File: config.mk
export PLATFORM = sky130hd
export DESIGN_NAME = frwh_ctrl
export DESIGN_NICKNAME = d
export VERILOG_FILES = /design/src/hdl/frwh_ctrl.v /design/src/hdl/frwh_timer.v
export VERILOG_INCLUDE_DIRS = /design/src /design/src/hdl
export SDC_FILE = /design/constraint.sdc
export NUM_CORES = 1
export LEC_CHECK = 0
export ABC_AREA = 1
export BUFFER_PORTS_ARGS = -buffer_cell sky130_fd_sc_hd__buf_2
export CAP_MARGIN = 15
export CORE_ASPECT_RATIO = 1.2
export CORE_UTILIZATION = 55
export DETAILED_ROUTE_END_ITERATION = 7
export GPL_TIMING_DRIVEN = 0
export PLACE_DENSITY = 0.8
export SETUP_SLACK_MARGIN = 0.4
export SLEW_MARGIN = 30
export SYNTH_ARGS = -nofsm -noshare
export SYNTH_HDL_FRONTEND = slang
export SYNTH_SLANG_ARGS = --single-unit
File: constraint.sdc
create_clock -name ref_clk_i -period 4.2 [get_ports ref_clk_i]
set_clock_uncertainty 0.15 [all_clocks]
set_input_delay 0.84 -clock ref_clk_i [delete_from_list [all_inputs] [get_ports ref_clk_i]]
set_output_delay 0.84 -clock ref_clk_i [all_outputs]
set_load 0.02 [all_outputs]
File: src/hdl/frwh_regs.vh
/*
 * constants of the fault reaction and wake handshake block
 * assumes a 40 MHz reference clock
 */
`ifndef FRWH_REGS_VH
`define FRWH_REGS_VH

// clock period in nanoseconds
`define FRWH_CLK_NS        25
// retry interval, least 4.1 ms, longest 6.1 ms (in us)
`define FRWH_RETRY_MIN_US  4100
// auto-clear after overcurrent, least 85 us, longest 200 us
`define FRWH_CLR_OC_MIN_US 85
// auto-clear after thermal trip, least 4.2 ms, longest 6.7 ms (in us)
`define FRWH_CLR_TS_MIN_US 4200
// cycle counts, least times rounded up
`define FRWH_CYC(us) (((us) * 1000 + `FRWH_CLK_NS - 1) / `FRWH_CLK_NS)
`define FRWH_RETRY_CYC     `FRWH_CYC(`FRWH_RETRY_MIN_US)
`define FRWH_CLR_OC_CYC    `FRWH_CYC(`FRWH_CLR_OC_MIN_US)
`define FRWH_CLR_TS_CYC    `FRWH_CYC(`FRWH_CLR_TS_MIN_US)

// handshake states
`define FRWH_ST_POR        3'h0
`define FRWH_ST_SLEEP      3'h1
`define FRWH_ST_WAKE_ACK   3'h2
`define FRWH_ST_STANDBY    3'h3
`define FRWH_ST_FAULT_OFF  3'h4
`define FRWH_ST_RETRY_ON   3'h5

// synchroniser reset: both supply monitors read as undervoltage
`define FRWH_SYNC_RST      9'h180
// longest wake pin low time taken as a reset pulse, chosen value
`define FRWH_PULSE_MAX_CYC 8'hc8

`endif

File: src/hdl/frwh_ctrl.v
/*
 * wake handshake and fault reaction control of a half-bridge driver
 * assumes trip inputs already deglitched in the analog front end;
 * pins and supply monitors are asynchronous and synchronised here
 */
//
// Overview of operation
// - internal regulator undervoltage holds power-on reset
// - SPI external-supply variant uses logic supply monitor
// - fault indicator low after wake or reset
// - acknowledgement releases indicator, enters standby
// - confirmed overcurrent disables output, indicator low
// - retry setting re-enables after retry interval
// - retry repeats while short persists, indicator low
// - fault-free retry keeps output enabled
// - overcurrent auto-clear after fault-free interval
// - thermal auto-clear after longer fault-free interval
// - thermal retry waits for cooling hysteresis
// - serial fault status latched until clear command
// - latch setting waits for acknowledgement or a drive enable drop to resume
// - current mirror clamped high on high-side short
`timescale 1ns/1ps
`include "frwh_regs.vh"
module frwh_ctrl #(
    parameter TW         = 18,
    parameter RETRY_CYC  = `FRWH_RETRY_CYC,
    parameter CLR_OC_CYC = `FRWH_CLR_OC_CYC,
    parameter CLR_TS_CYC = `FRWH_CLR_TS_CYC
) (
    // clock and reset
    input  wire ref_clk_i,
    input  wire sys_rst_i,
    input  wire clk_en_i,
    // variant straps
    input  wire spi_variant_i,
    input  wire ext_supply_i,
    input  wire retry_mode_i,
    // supply monitors, high while in undervoltage
    input  wire reg_uv_i,
    input  wire logic_uv_i,
    // controller side
    input  wire wake_request_pin_i,
    input  wire fault_clear_command_i,
    input  wire drive_enable_i,
    // protection comparators
    input  wire overcurrent_trip_i,
    input  wire hs_short_gnd_i,
    input  wire thermal_shutdown_trip_i,
    input  wire thermal_cooled_i,
    // outputs
    output wire fault_indicator_o,
    output wire fault_indicator_oe_o,
    output reg  output_enable_o,
    output reg  current_mirror_clamp_o,
    output reg  fault_status_o,
    output wire por_active_o,
    output wire [2:0] state_o
);

////////////////////////////////////////////////////////////////////////////////
// input synchronisers
localparam NS = 9;
reg  [NS-1:0] s1_reg;
reg  [NS-1:0] s2_reg;
wire [NS-1:0] raw = {reg_uv_i, logic_uv_i, wake_request_pin_i,
                     fault_clear_command_i, drive_enable_i,
                     overcurrent_trip_i, hs_short_gnd_i,
                     thermal_shutdown_trip_i, thermal_cooled_i};

always @(posedge ref_clk_i) begin
    if (sys_rst_i) begin
        // hold power-on reset until the monitors are really sampled
        s1_reg <= `FRWH_SYNC_RST;
        s2_reg <= `FRWH_SYNC_RST;
    end else if (clk_en_i) begin
        s1_reg <= raw;
        s2_reg <= s1_reg;
    end
end

wire reg_uv  = s2_reg[8];
wire log_uv  = s2_reg[7];
wire wake    = s2_reg[6];
wire clr_cmd = s2_reg[5];
wire drv_en  = s2_reg[4];
wire oc      = s2_reg[3];
wire hs_gnd  = s2_reg[2];
wire thermal_shutdown_trip     = s2_reg[1];
wire cooled  = s2_reg[0];

////////////////////////////////////////////////////////////////////////////////
// edge detection and acknowledgement
reg wake_d_reg;
reg clr_d_reg;
reg pulse_low_reg;
reg [7:0] low_cnt_reg;

always @(posedge ref_clk_i) begin
    if (sys_rst_i) begin
        wake_d_reg    <= 1'b0;
        clr_d_reg     <= 1'b0;
        pulse_low_reg <= 1'b0;
        low_cnt_reg   <= 8'h00;
    end else if (clk_en_i) begin
        wake_d_reg    <= wake;
        clr_d_reg     <= clr_cmd;
        // a low lasting past the limit is sleep, not a pulse
        if (wake) begin
            pulse_low_reg <= 1'b0;
            low_cnt_reg   <= 8'h00;
        end else if (wake_d_reg) begin
            pulse_low_reg <= 1'b1;
            low_cnt_reg   <= 8'h00;
        end else if (pulse_low_reg) begin
            if (low_cnt_reg == `FRWH_PULSE_MAX_CYC)
                pulse_low_reg <= 1'b0;
            else
                low_cnt_reg <= low_cnt_reg + 8'h01;
        end
    end
end

wire wake_rise  = wake && !wake_d_reg;
wire pulse_done = wake_rise && pulse_low_reg;
wire clr_rise   = clr_cmd && !clr_d_reg;
// acknowledgement by variant
wire ack = spi_variant_i ? clr_rise : pulse_done;

// power-on reset source per variant
wire por = (spi_variant_i && ext_supply_i) ? log_uv
                                           : reg_uv;
assign por_active_o = por;

// sleep applies only where a wake pin exists
wire sleeping = !(spi_variant_i && ext_supply_i) && !wake && !wake_d_reg &&
                !pulse_low_reg;

////////////////////////////////////////////////////////////////////////////////
// timers
reg          rt_load;
reg          cl_load;
reg          tsd_ev_reg;
reg [2:0]    st_reg;
reg [2:0]    st_next;
wire         rt_done;
wire         cl_done;

function [TW-1:0] cyc;
    input integer n;
    begin
        cyc = n[TW-1:0];
    end
endfunction

frwh_timer #(.W(TW)) u_retry (
    .ref_clk_i (ref_clk_i),
    .sys_rst_i (sys_rst_i),
    .clk_en_i  (clk_en_i),
    .load_i    (rt_load),
    .count_i   (cyc(RETRY_CYC)),
    .run_i     (1'b1),
    .done_o    (rt_done)
);

frwh_timer #(.W(TW)) u_clear (
    .ref_clk_i (ref_clk_i),
    .sys_rst_i (sys_rst_i),
    .clk_en_i  (clk_en_i),
    .load_i    (cl_load),
    .count_i   (tsd_ev_reg ? cyc(CLR_TS_CYC)
                           : cyc(CLR_OC_CYC)),
    .run_i     (st_reg == `FRWH_ST_RETRY_ON ||
                st_reg == `FRWH_ST_STANDBY),
    .done_o    (cl_done)
);

////////////////////////////////////////////////////////////////////////////////
// state machine
reg  flt_low_reg;
reg  flt_low_next;
wire trip = oc || thermal_shutdown_trip;

always @* begin
    st_next      = st_reg;
    flt_low_next = flt_low_reg;
    rt_load      = 1'b0;
    cl_load      = 1'b0;
    case (st_reg)
        `FRWH_ST_POR: begin
            if (!por) begin
                st_next      = `FRWH_ST_WAKE_ACK;
                flt_low_next = 1'b1;
            end
        end
        `FRWH_ST_SLEEP: begin
            flt_low_next = 1'b0;
            if (wake_rise) begin
                st_next      = `FRWH_ST_WAKE_ACK;
                flt_low_next = 1'b1;
            end
        end
        `FRWH_ST_WAKE_ACK: begin
            if (ack) begin
                st_next      = `FRWH_ST_STANDBY;
                flt_low_next = 1'b0;
            end
        end
        `FRWH_ST_STANDBY: begin
            if (trip && drv_en) begin
                st_next      = `FRWH_ST_FAULT_OFF;
                flt_low_next = 1'b1;
                rt_load      = 1'b1;
            end else if (ack || (retry_mode_i && cl_done)) begin
                flt_low_next = 1'b0;
            end
        end
        `FRWH_ST_FAULT_OFF: begin
            if (!drv_en) begin
                // indicator stays low until auto-clear or acknowledge
                st_next      = `FRWH_ST_STANDBY;
                cl_load      = retry_mode_i;
            end else if (!retry_mode_i) begin
                if (ack) begin
                    st_next      = `FRWH_ST_RETRY_ON;
                    flt_low_next = 1'b0;
                    cl_load      = 1'b1;
                end
            end else if (tsd_ev_reg ? cooled : rt_done) begin
                st_next = `FRWH_ST_RETRY_ON;
                cl_load = 1'b1;
            end
        end
        `FRWH_ST_RETRY_ON: begin
            if (trip) begin
                st_next      = `FRWH_ST_FAULT_OFF;
                flt_low_next = 1'b1;
                rt_load      = 1'b1;
            end else if (cl_done) begin
                st_next      = `FRWH_ST_STANDBY;
                flt_low_next = 1'b0;
            end else if (!drv_en) begin
                st_next = `FRWH_ST_STANDBY;
            end
        end
        default: st_next = `FRWH_ST_POR;
    endcase
    if (por) begin
        st_next      = `FRWH_ST_POR;
        flt_low_next = 1'b0;
    end else if (sleeping && st_reg != `FRWH_ST_POR) begin
        st_next      = `FRWH_ST_SLEEP;
        flt_low_next = 1'b0;
    end
end

always @(posedge ref_clk_i) begin
    if (sys_rst_i) begin
        st_reg                 <= `FRWH_ST_POR;
        flt_low_reg            <= 1'b0;
        tsd_ev_reg             <= 1'b0;
        output_enable_o        <= 1'b0;
        current_mirror_clamp_o <= 1'b0;
        fault_status_o         <= 1'b0;
    end else if (clk_en_i) begin
        st_reg      <= st_next;
        flt_low_reg <= flt_low_next;
        if (trip && st_next == `FRWH_ST_FAULT_OFF &&
            st_reg != `FRWH_ST_FAULT_OFF)
            tsd_ev_reg <= thermal_shutdown_trip;
        output_enable_o <= drv_en && (st_next == `FRWH_ST_STANDBY ||
                                      st_next == `FRWH_ST_RETRY_ON);
        // clamp marks a high-side short to ground while off
        if (st_next == `FRWH_ST_FAULT_OFF && hs_gnd && oc)
            current_mirror_clamp_o <= 1'b1;
        else if (st_next != `FRWH_ST_FAULT_OFF)
            current_mirror_clamp_o <= 1'b0;
        // set wins over clear
        if (trip && drv_en)
            fault_status_o <= 1'b1;
        else if (clr_rise || (!spi_variant_i && flt_low_next == 1'b0))
            fault_status_o <= 1'b0;
    end
end

// open-drain: drive only low
assign fault_indicator_o    = 1'b0;
assign fault_indicator_oe_o = flt_low_reg;
assign state_o              = st_reg;

endmodule

File: src/hdl/frwh_timer.v
/*
 * down-counting interval timer with load and expiry pulse
 * assumes one clock, synchronous active-high reset
 */
`timescale 1ns/1ps
module frwh_timer #(
    parameter W = 20
) (
    // clock and reset
    input  wire         ref_clk_i,
    input  wire         sys_rst_i,
    input  wire         clk_en_i,
    // control
    input  wire         load_i,
    input  wire [W-1:0] count_i,
    input  wire         run_i,
    // status
    output wire         done_o
);

reg [W-1:0] cnt_reg;
reg         armed_reg;

always @(posedge ref_clk_i) begin
    if (sys_rst_i) begin
        cnt_reg   <= {W{1'b0}};
        armed_reg <= 1'b0;
    end else if (clk_en_i) begin
        if (load_i) begin
            cnt_reg   <= count_i;
            armed_reg <= 1'b1;
        end else if (armed_reg && run_i) begin
            if (cnt_reg == {{(W-1){1'b0}}, 1'b1})
                armed_reg <= 1'b0;
            cnt_reg <= cnt_reg - {{(W-1){1'b0}}, 1'b1};
        end
    end
end

assign done_o = armed_reg && run_i && !load_i &&
                (cnt_reg == {{(W-1){1'b0}}, 1'b1});

endmodule

Word-level counts from Yosys, hierarchy flattened

Cells that the tools add are included.

Bits in registers: 75
Output and inout bits: 9
Logic and storage cells: 141
Input bits: 15

Bitwise operators: 1
Reductions and logical operators: 49
Add/sub/neg operators: 3
Mux-type cells: 58
Equality and inequality tests: 14

Operator list:

| kind                                                                    | number |
|---|---|
| 18-bit 2-to-1 mux                                                       | 5 |
| 18-bit by 1-bit equality test with 1-bit output (second input constant) | 2 |
| 3-bit 2-to-1 mux                                                        | 12 |
| 18-bit by 1-bit subtractor with 18-bit output (second input constant)   | 2 |
| 1-bit 2-to-1 mux                                                        | 34 |
| 8-bit 2-to-1 mux                                                        | 4 |
| 1-bit logical AND                                                       | 21 |
| 3-bit case mux with 6 select lines                                      | 1 |
| 3-bit equality test (second input constant)                             | 4 |
| 2-bit AND reduction                                                     | 5 |
| 2-bit nonzero test                                                      | 5 |
| 3-bit by 2-bit equality test with 1-bit output (second input constant)  | 3 |
| 3-bit != test (second input constant)                                   | 3 |
| 8-bit by 1-bit adder with 8-bit output (second input constant)          | 1 |
| 8-bit equality test (second input constant)                             | 1 |
| 1-bit logical NOT                                                       | 8 |
| 1-bit case mux with 6 select lines                                      | 1 |
| 3-bit AND reduction                                                     | 2 |
| 3-bit nonzero test                                                      | 2 |
| 1-bit logical OR                                                        | 5 |
| 3-bit by 1-bit equality test with 1-bit output (second input constant)  | 1 |
| 3-bit logical NOT                                                       | 1 |
| 1-bit case mux with 2 select lines                                      | 1 |
| 1-bit NOT                                                               | 1 |

Logic depth before layout (Yosys ltp)

Depth after elaboration: 27
Depth in mapped cells: 19
Gate-level depth less buffers: 19

Modules after synthesis

From an unflattened synthesis, not the netlist that was laid out.

Cell total of the unflattened synthesis: 739
Area, all modules: 4631.9 µm²

By module, submodules not included:

| module     | area an instance (µm²) | cells each | seq. area each (µm²) | times used |
|---|---|---|---|---|
| frwh_timer | 1296.2                 | 220        | 380.4                | 2 |
| frwh_ctrl  | 2039.5                 | 299        | 740.7                | 1 |

Worst setup path before layout

OpenSTA, ideal clock, no wires.

Path kind: input port to output port
From: input port ext_supply_i
To: output port por_active_o
Cell stages on the path: 5
Data arrival time: 1.549 ns
Required time: 3.210 ns
Buffers on the path: 0
Setup slack: 1.661 ns
Cells stage by stage: nand2_1 inv_1 or2_2 o21ai_0 inv_1

Longest elaborated chain between the ends: 2

Ends and longest elaborated chain:

| item               | RTL line        | RTL |
|---|---|---|
| start: declaration | frwh_ctrl.v:36  | `input wire ext_supply_i,` |
| 1-bit logical AND  | frwh_ctrl.v:130 | `wire por = (spi_variant_i && ext_supply_i) ? log_uv` |
| 1-bit 2-to-1 mux   | frwh_ctrl.v:130 |  |
| end: declaration   | frwh_ctrl.v:56  | `output wire por_active_o,` |

No other way between the ends.

Worst setup path in the final report

From: input port spi_variant_i
To: output port por_active_o

Longest elaborated chain between the ends: 2

Ends and longest elaborated chain:

| item               | RTL line        | RTL |
|---|---|---|
| start: declaration | frwh_ctrl.v:35  | `input wire spi_variant_i,` |
| 1-bit logical AND  | frwh_ctrl.v:130 |  |
| 1-bit 2-to-1 mux   | frwh_ctrl.v:130 |  |

No other way between the ends.

==> results.py <==
metrics = {
    "setup_path": {
        "crit_path_max_fanout": 5,
        "critPathSlowestCell": "or2_2",
        "cp.required_ns": 3.21,
        "arrival_ns": 1.77,
        "critPathCaptureType": "output port",
        "path_buf_inv": 4,
        "crit_type": "in2out",
        "crit_chain": "buf_2 -> nand2_1 -> inv_1 -> or2_2 -> o21ai_0 -> inv_1 -> buf_2",
        "startpoint": "spi_variant_i",
        "r2r_start": "state_o[0]$_SDFFE_PP0P_",
        "crit_path_start_kind": "input port",
        "slowest_delay_ns": 0.26,
        "cpLargestDelayFamily": "buffers and inverters",
    },
    "cts": {
        "clock-sinks": 75,
        "ctsResizeCount": 0,
        "cts_inserted_buffers": 9,
        "clk_path_buf_depth": 2,
        "postCtsSetupBuffers": 0,
        "tritoncts": "done",
        "htreeDepth": 3,
        "clk_pin_slew_ns": 0.08,
        "clk_latency_ns": 0.36,
        "ctsHoldBuffers": 0,
        "root_buffer": "clkbuf_8",
    },
    "floorplanning": {
        "fp.dieW_um": 79.5,
        "rows": 33,
        "initial_utilization": 0.575,
        "die_area_um2": 7550,
        "ios": 24,
        "die_h_um": 95.0,
        "core_area_um2": 6900,
    },
    "route": {
        "antenna_left": 0,
        "drt_pre_antenna_iters": 8,
        "vias": 3784,
        "drt-wirelength-per-cell_um": 13.1,
        "initialDrtViolationCount": 207,
        "wl_um": 9160,
        "viasPerCell": 5.43,
        "drc": 0,
    },
    "synthesis": {
        "synthTopCellsByArea": "dfxtp_1, nand2_1, nor2_1",
        "post-synth-top-area-fraction": 0.379,
        "synth_warnings": 0,
        "ys_seq_area_frac": 0.379,
        "synth_edf_count": 0,
        "ys_seq_elements": 75,
        "syn-cell-area_um2": 3960,
        "avgSynthCellArea_um2": 6.93,
        "synth_ff_type": "dfxtp_1",
        "synth.most_common_cell": "nand2_1",
        "syn_nets": 593,
        "yosys.area.top_type": "dfxtp_1",
        "syn_inst": 572,
        "synth_common_cells": "nand2_1, nor2_1, dfxtp_1, inv_1, a21oi_1",
        "synth_cell_types": 50,
        "async_flop_share": 0,
    },
    "sta": {
        "tightestPinTransition_ns": 0.594,
        "maxSlewViolCount": 0,
        "setup-violations-final": 0,
        "hold_viol": 0,
        "post-route-period-util": 0.657,
        "rsz0062_at_grt": "false",
        "setup_tns_ns": 0,
        "relSlewSlack": 0.604,
        "whs_ns": 0.309,
        "fmax_mhz": 363,
        "min_period_ns": 2.76,
    },
    "power_and_ir_drop": {
        "finalPower_uw": 1480,
        "p_leak_uw": 0.00184,
        "power_density_nw_per_um2": 339,
        "ir_worst_vdd_v": 0.000227,
    },
    "global_route": {
        "grt_pass1_vias": 3529,
        "antenna_found_initial": 0,
        "grt_max_degree": 14,
        "overflow": 0,
        "grt_use_total": 0.263,
        "grt_pass1_wl_um": 15400,
    },
    "cells_and_area": {
        "drive_gt1_frac": 0.130,
        "antenna-diode-count": 0,
        "nNetsFinal": 626,
        "area_growth_pct": 10.6,
        "seqCellArea_um2": 1500,
        "final.fill_count": 647,
        "multi_input_area_um2": 2120,
    },
    "placement": {
        "hpwl_um": 6750,
        "port_buffers": 22,
        "gp_congestion": 0.903,
    },
    "worst_hold_path": {
        "hold_class": "reg2reg",
        "hp-start": "s2_reg[8]$_SDFFE_PP1P_",
    },
    "run_status": {
        "status": "finished clean",
    },
    "flow_run": {
        "cap_violations": 0,
    },
}
-- final cells by class --
type / count / share of cell area
plain buffers: 15 / 0.0166
clock buffers: 11 / 0.0322
multi-input cells: 412 / 0.483
well taps: 87 / 0.0248
repair buffers: 22 / 0.0251
inverters: 70 / 0.0616
clock inverters: 5 / 0.0140
flip-flops and latches: 75 / 0.342
-- placed cells by master, fill, tap and decap left out, types with 3 or more instances in the layout --
| master | instances |
|---|---|
| nand2_1 | 99 |
| clkbuf_1 | 11 |
| nor3_1 | 15 |
| ha_1 | 6 |
| xor2_1 | 7 |
| nand2_2 | 10 |
| nand2_4 | 5 |
| dfxtp_1 | 75 |
| inv_1 | 65 |
| nor2_2 | 4 |
| o21ai_0 | 44 |
| buf_2 | 23 |
| nor2_4 | 5 |
| nand3_1 | 23 |
| a31oi_1 | 9 |
| clkbuf_8 | 10 |
| nand4_1 | 8 |
| nor2_1 | 90 |
| a21oi_1 | 48 |
| xnor2_1 | 3 |
| clkinvlp_4 | 3 |
| o21ai_1 | 3 |
-- logic make-up (layout without fill, tap and decap cells) --
kind of cell	count (synthesis)	in the layout	synth area share
AO/OA/AOI/OAI	117	117	0.160
XOR/XNOR	10	10	0.0221
adder cells (fa/ha/maj)	6	6	0.0189
buffers and inverters	85	123	0.0865
flip-flops	75	75	0.379
other	1	1	0.000946
AND/OR/NAND/NOR	278	278	0.332
-- power breakdown --
group	leakage, uW	total, uW	switching, uW	internal (uW)
Clock	0.0000922	575	282	293
Combinational	0.00114	164	108	56.1
Sequential	0.000610	746	15.4	730
-- metal layers --
metal,routed length [um],vias up,global-route usage
met1,3890,1729,0.295
li1,-,1929,-
met3,372,23,0.0493
met5,0,-,0
met2,4690,103,0.469
met4,204,0,0.132
-- final timing paths --
kind                                            to  slack [ns]  depth (start not counted)
setup reg to reg  u_clear.cnt_reg[11]$_SDFFE_PP0P_        1.87                         14
hold reg to reg             s2_reg[8]$_SDFFE_PP1P_        0.31                          2
setup / recovery                      por_active_o        1.44                          7
hold / removal              s2_reg[8]$_SDFFE_PP1P_        0.31                          2
-- worst reg2reg max path: stages, from the launching register on --
cell	delay [ns]
dfxtp_1	0.47
inv_2	0.08
nor2_1	0.23
nand3_2	0.13
nand2_4	0.13
nor2_1	0.06
nand2_2	0.08
nand4_2	0.10
nand2_4	0.14
nor2_4	0.06
nor2_8	0.20
inv_8	0.08
buf_6	0.15
o21ai_1	0.12
a21oi_1	0.06
-- through the flow --
step / std cells / worst slack [ns] / util / area [um2]
after floorplan: 572 / 1.66 / - / 3960
after global placement: 681 / 1.45 / 0.606 / 4180
after detailed placement: 681 / 1.44 / 0.606 / 4180
after CTS: 697 / 1.43 / 0.636 / 4380
after global routing: 697 / 1.31 / 0.636 / 4380
final: 697 / 1.44 / 0.636 / 4380
(Power assumes the default switching activity.)
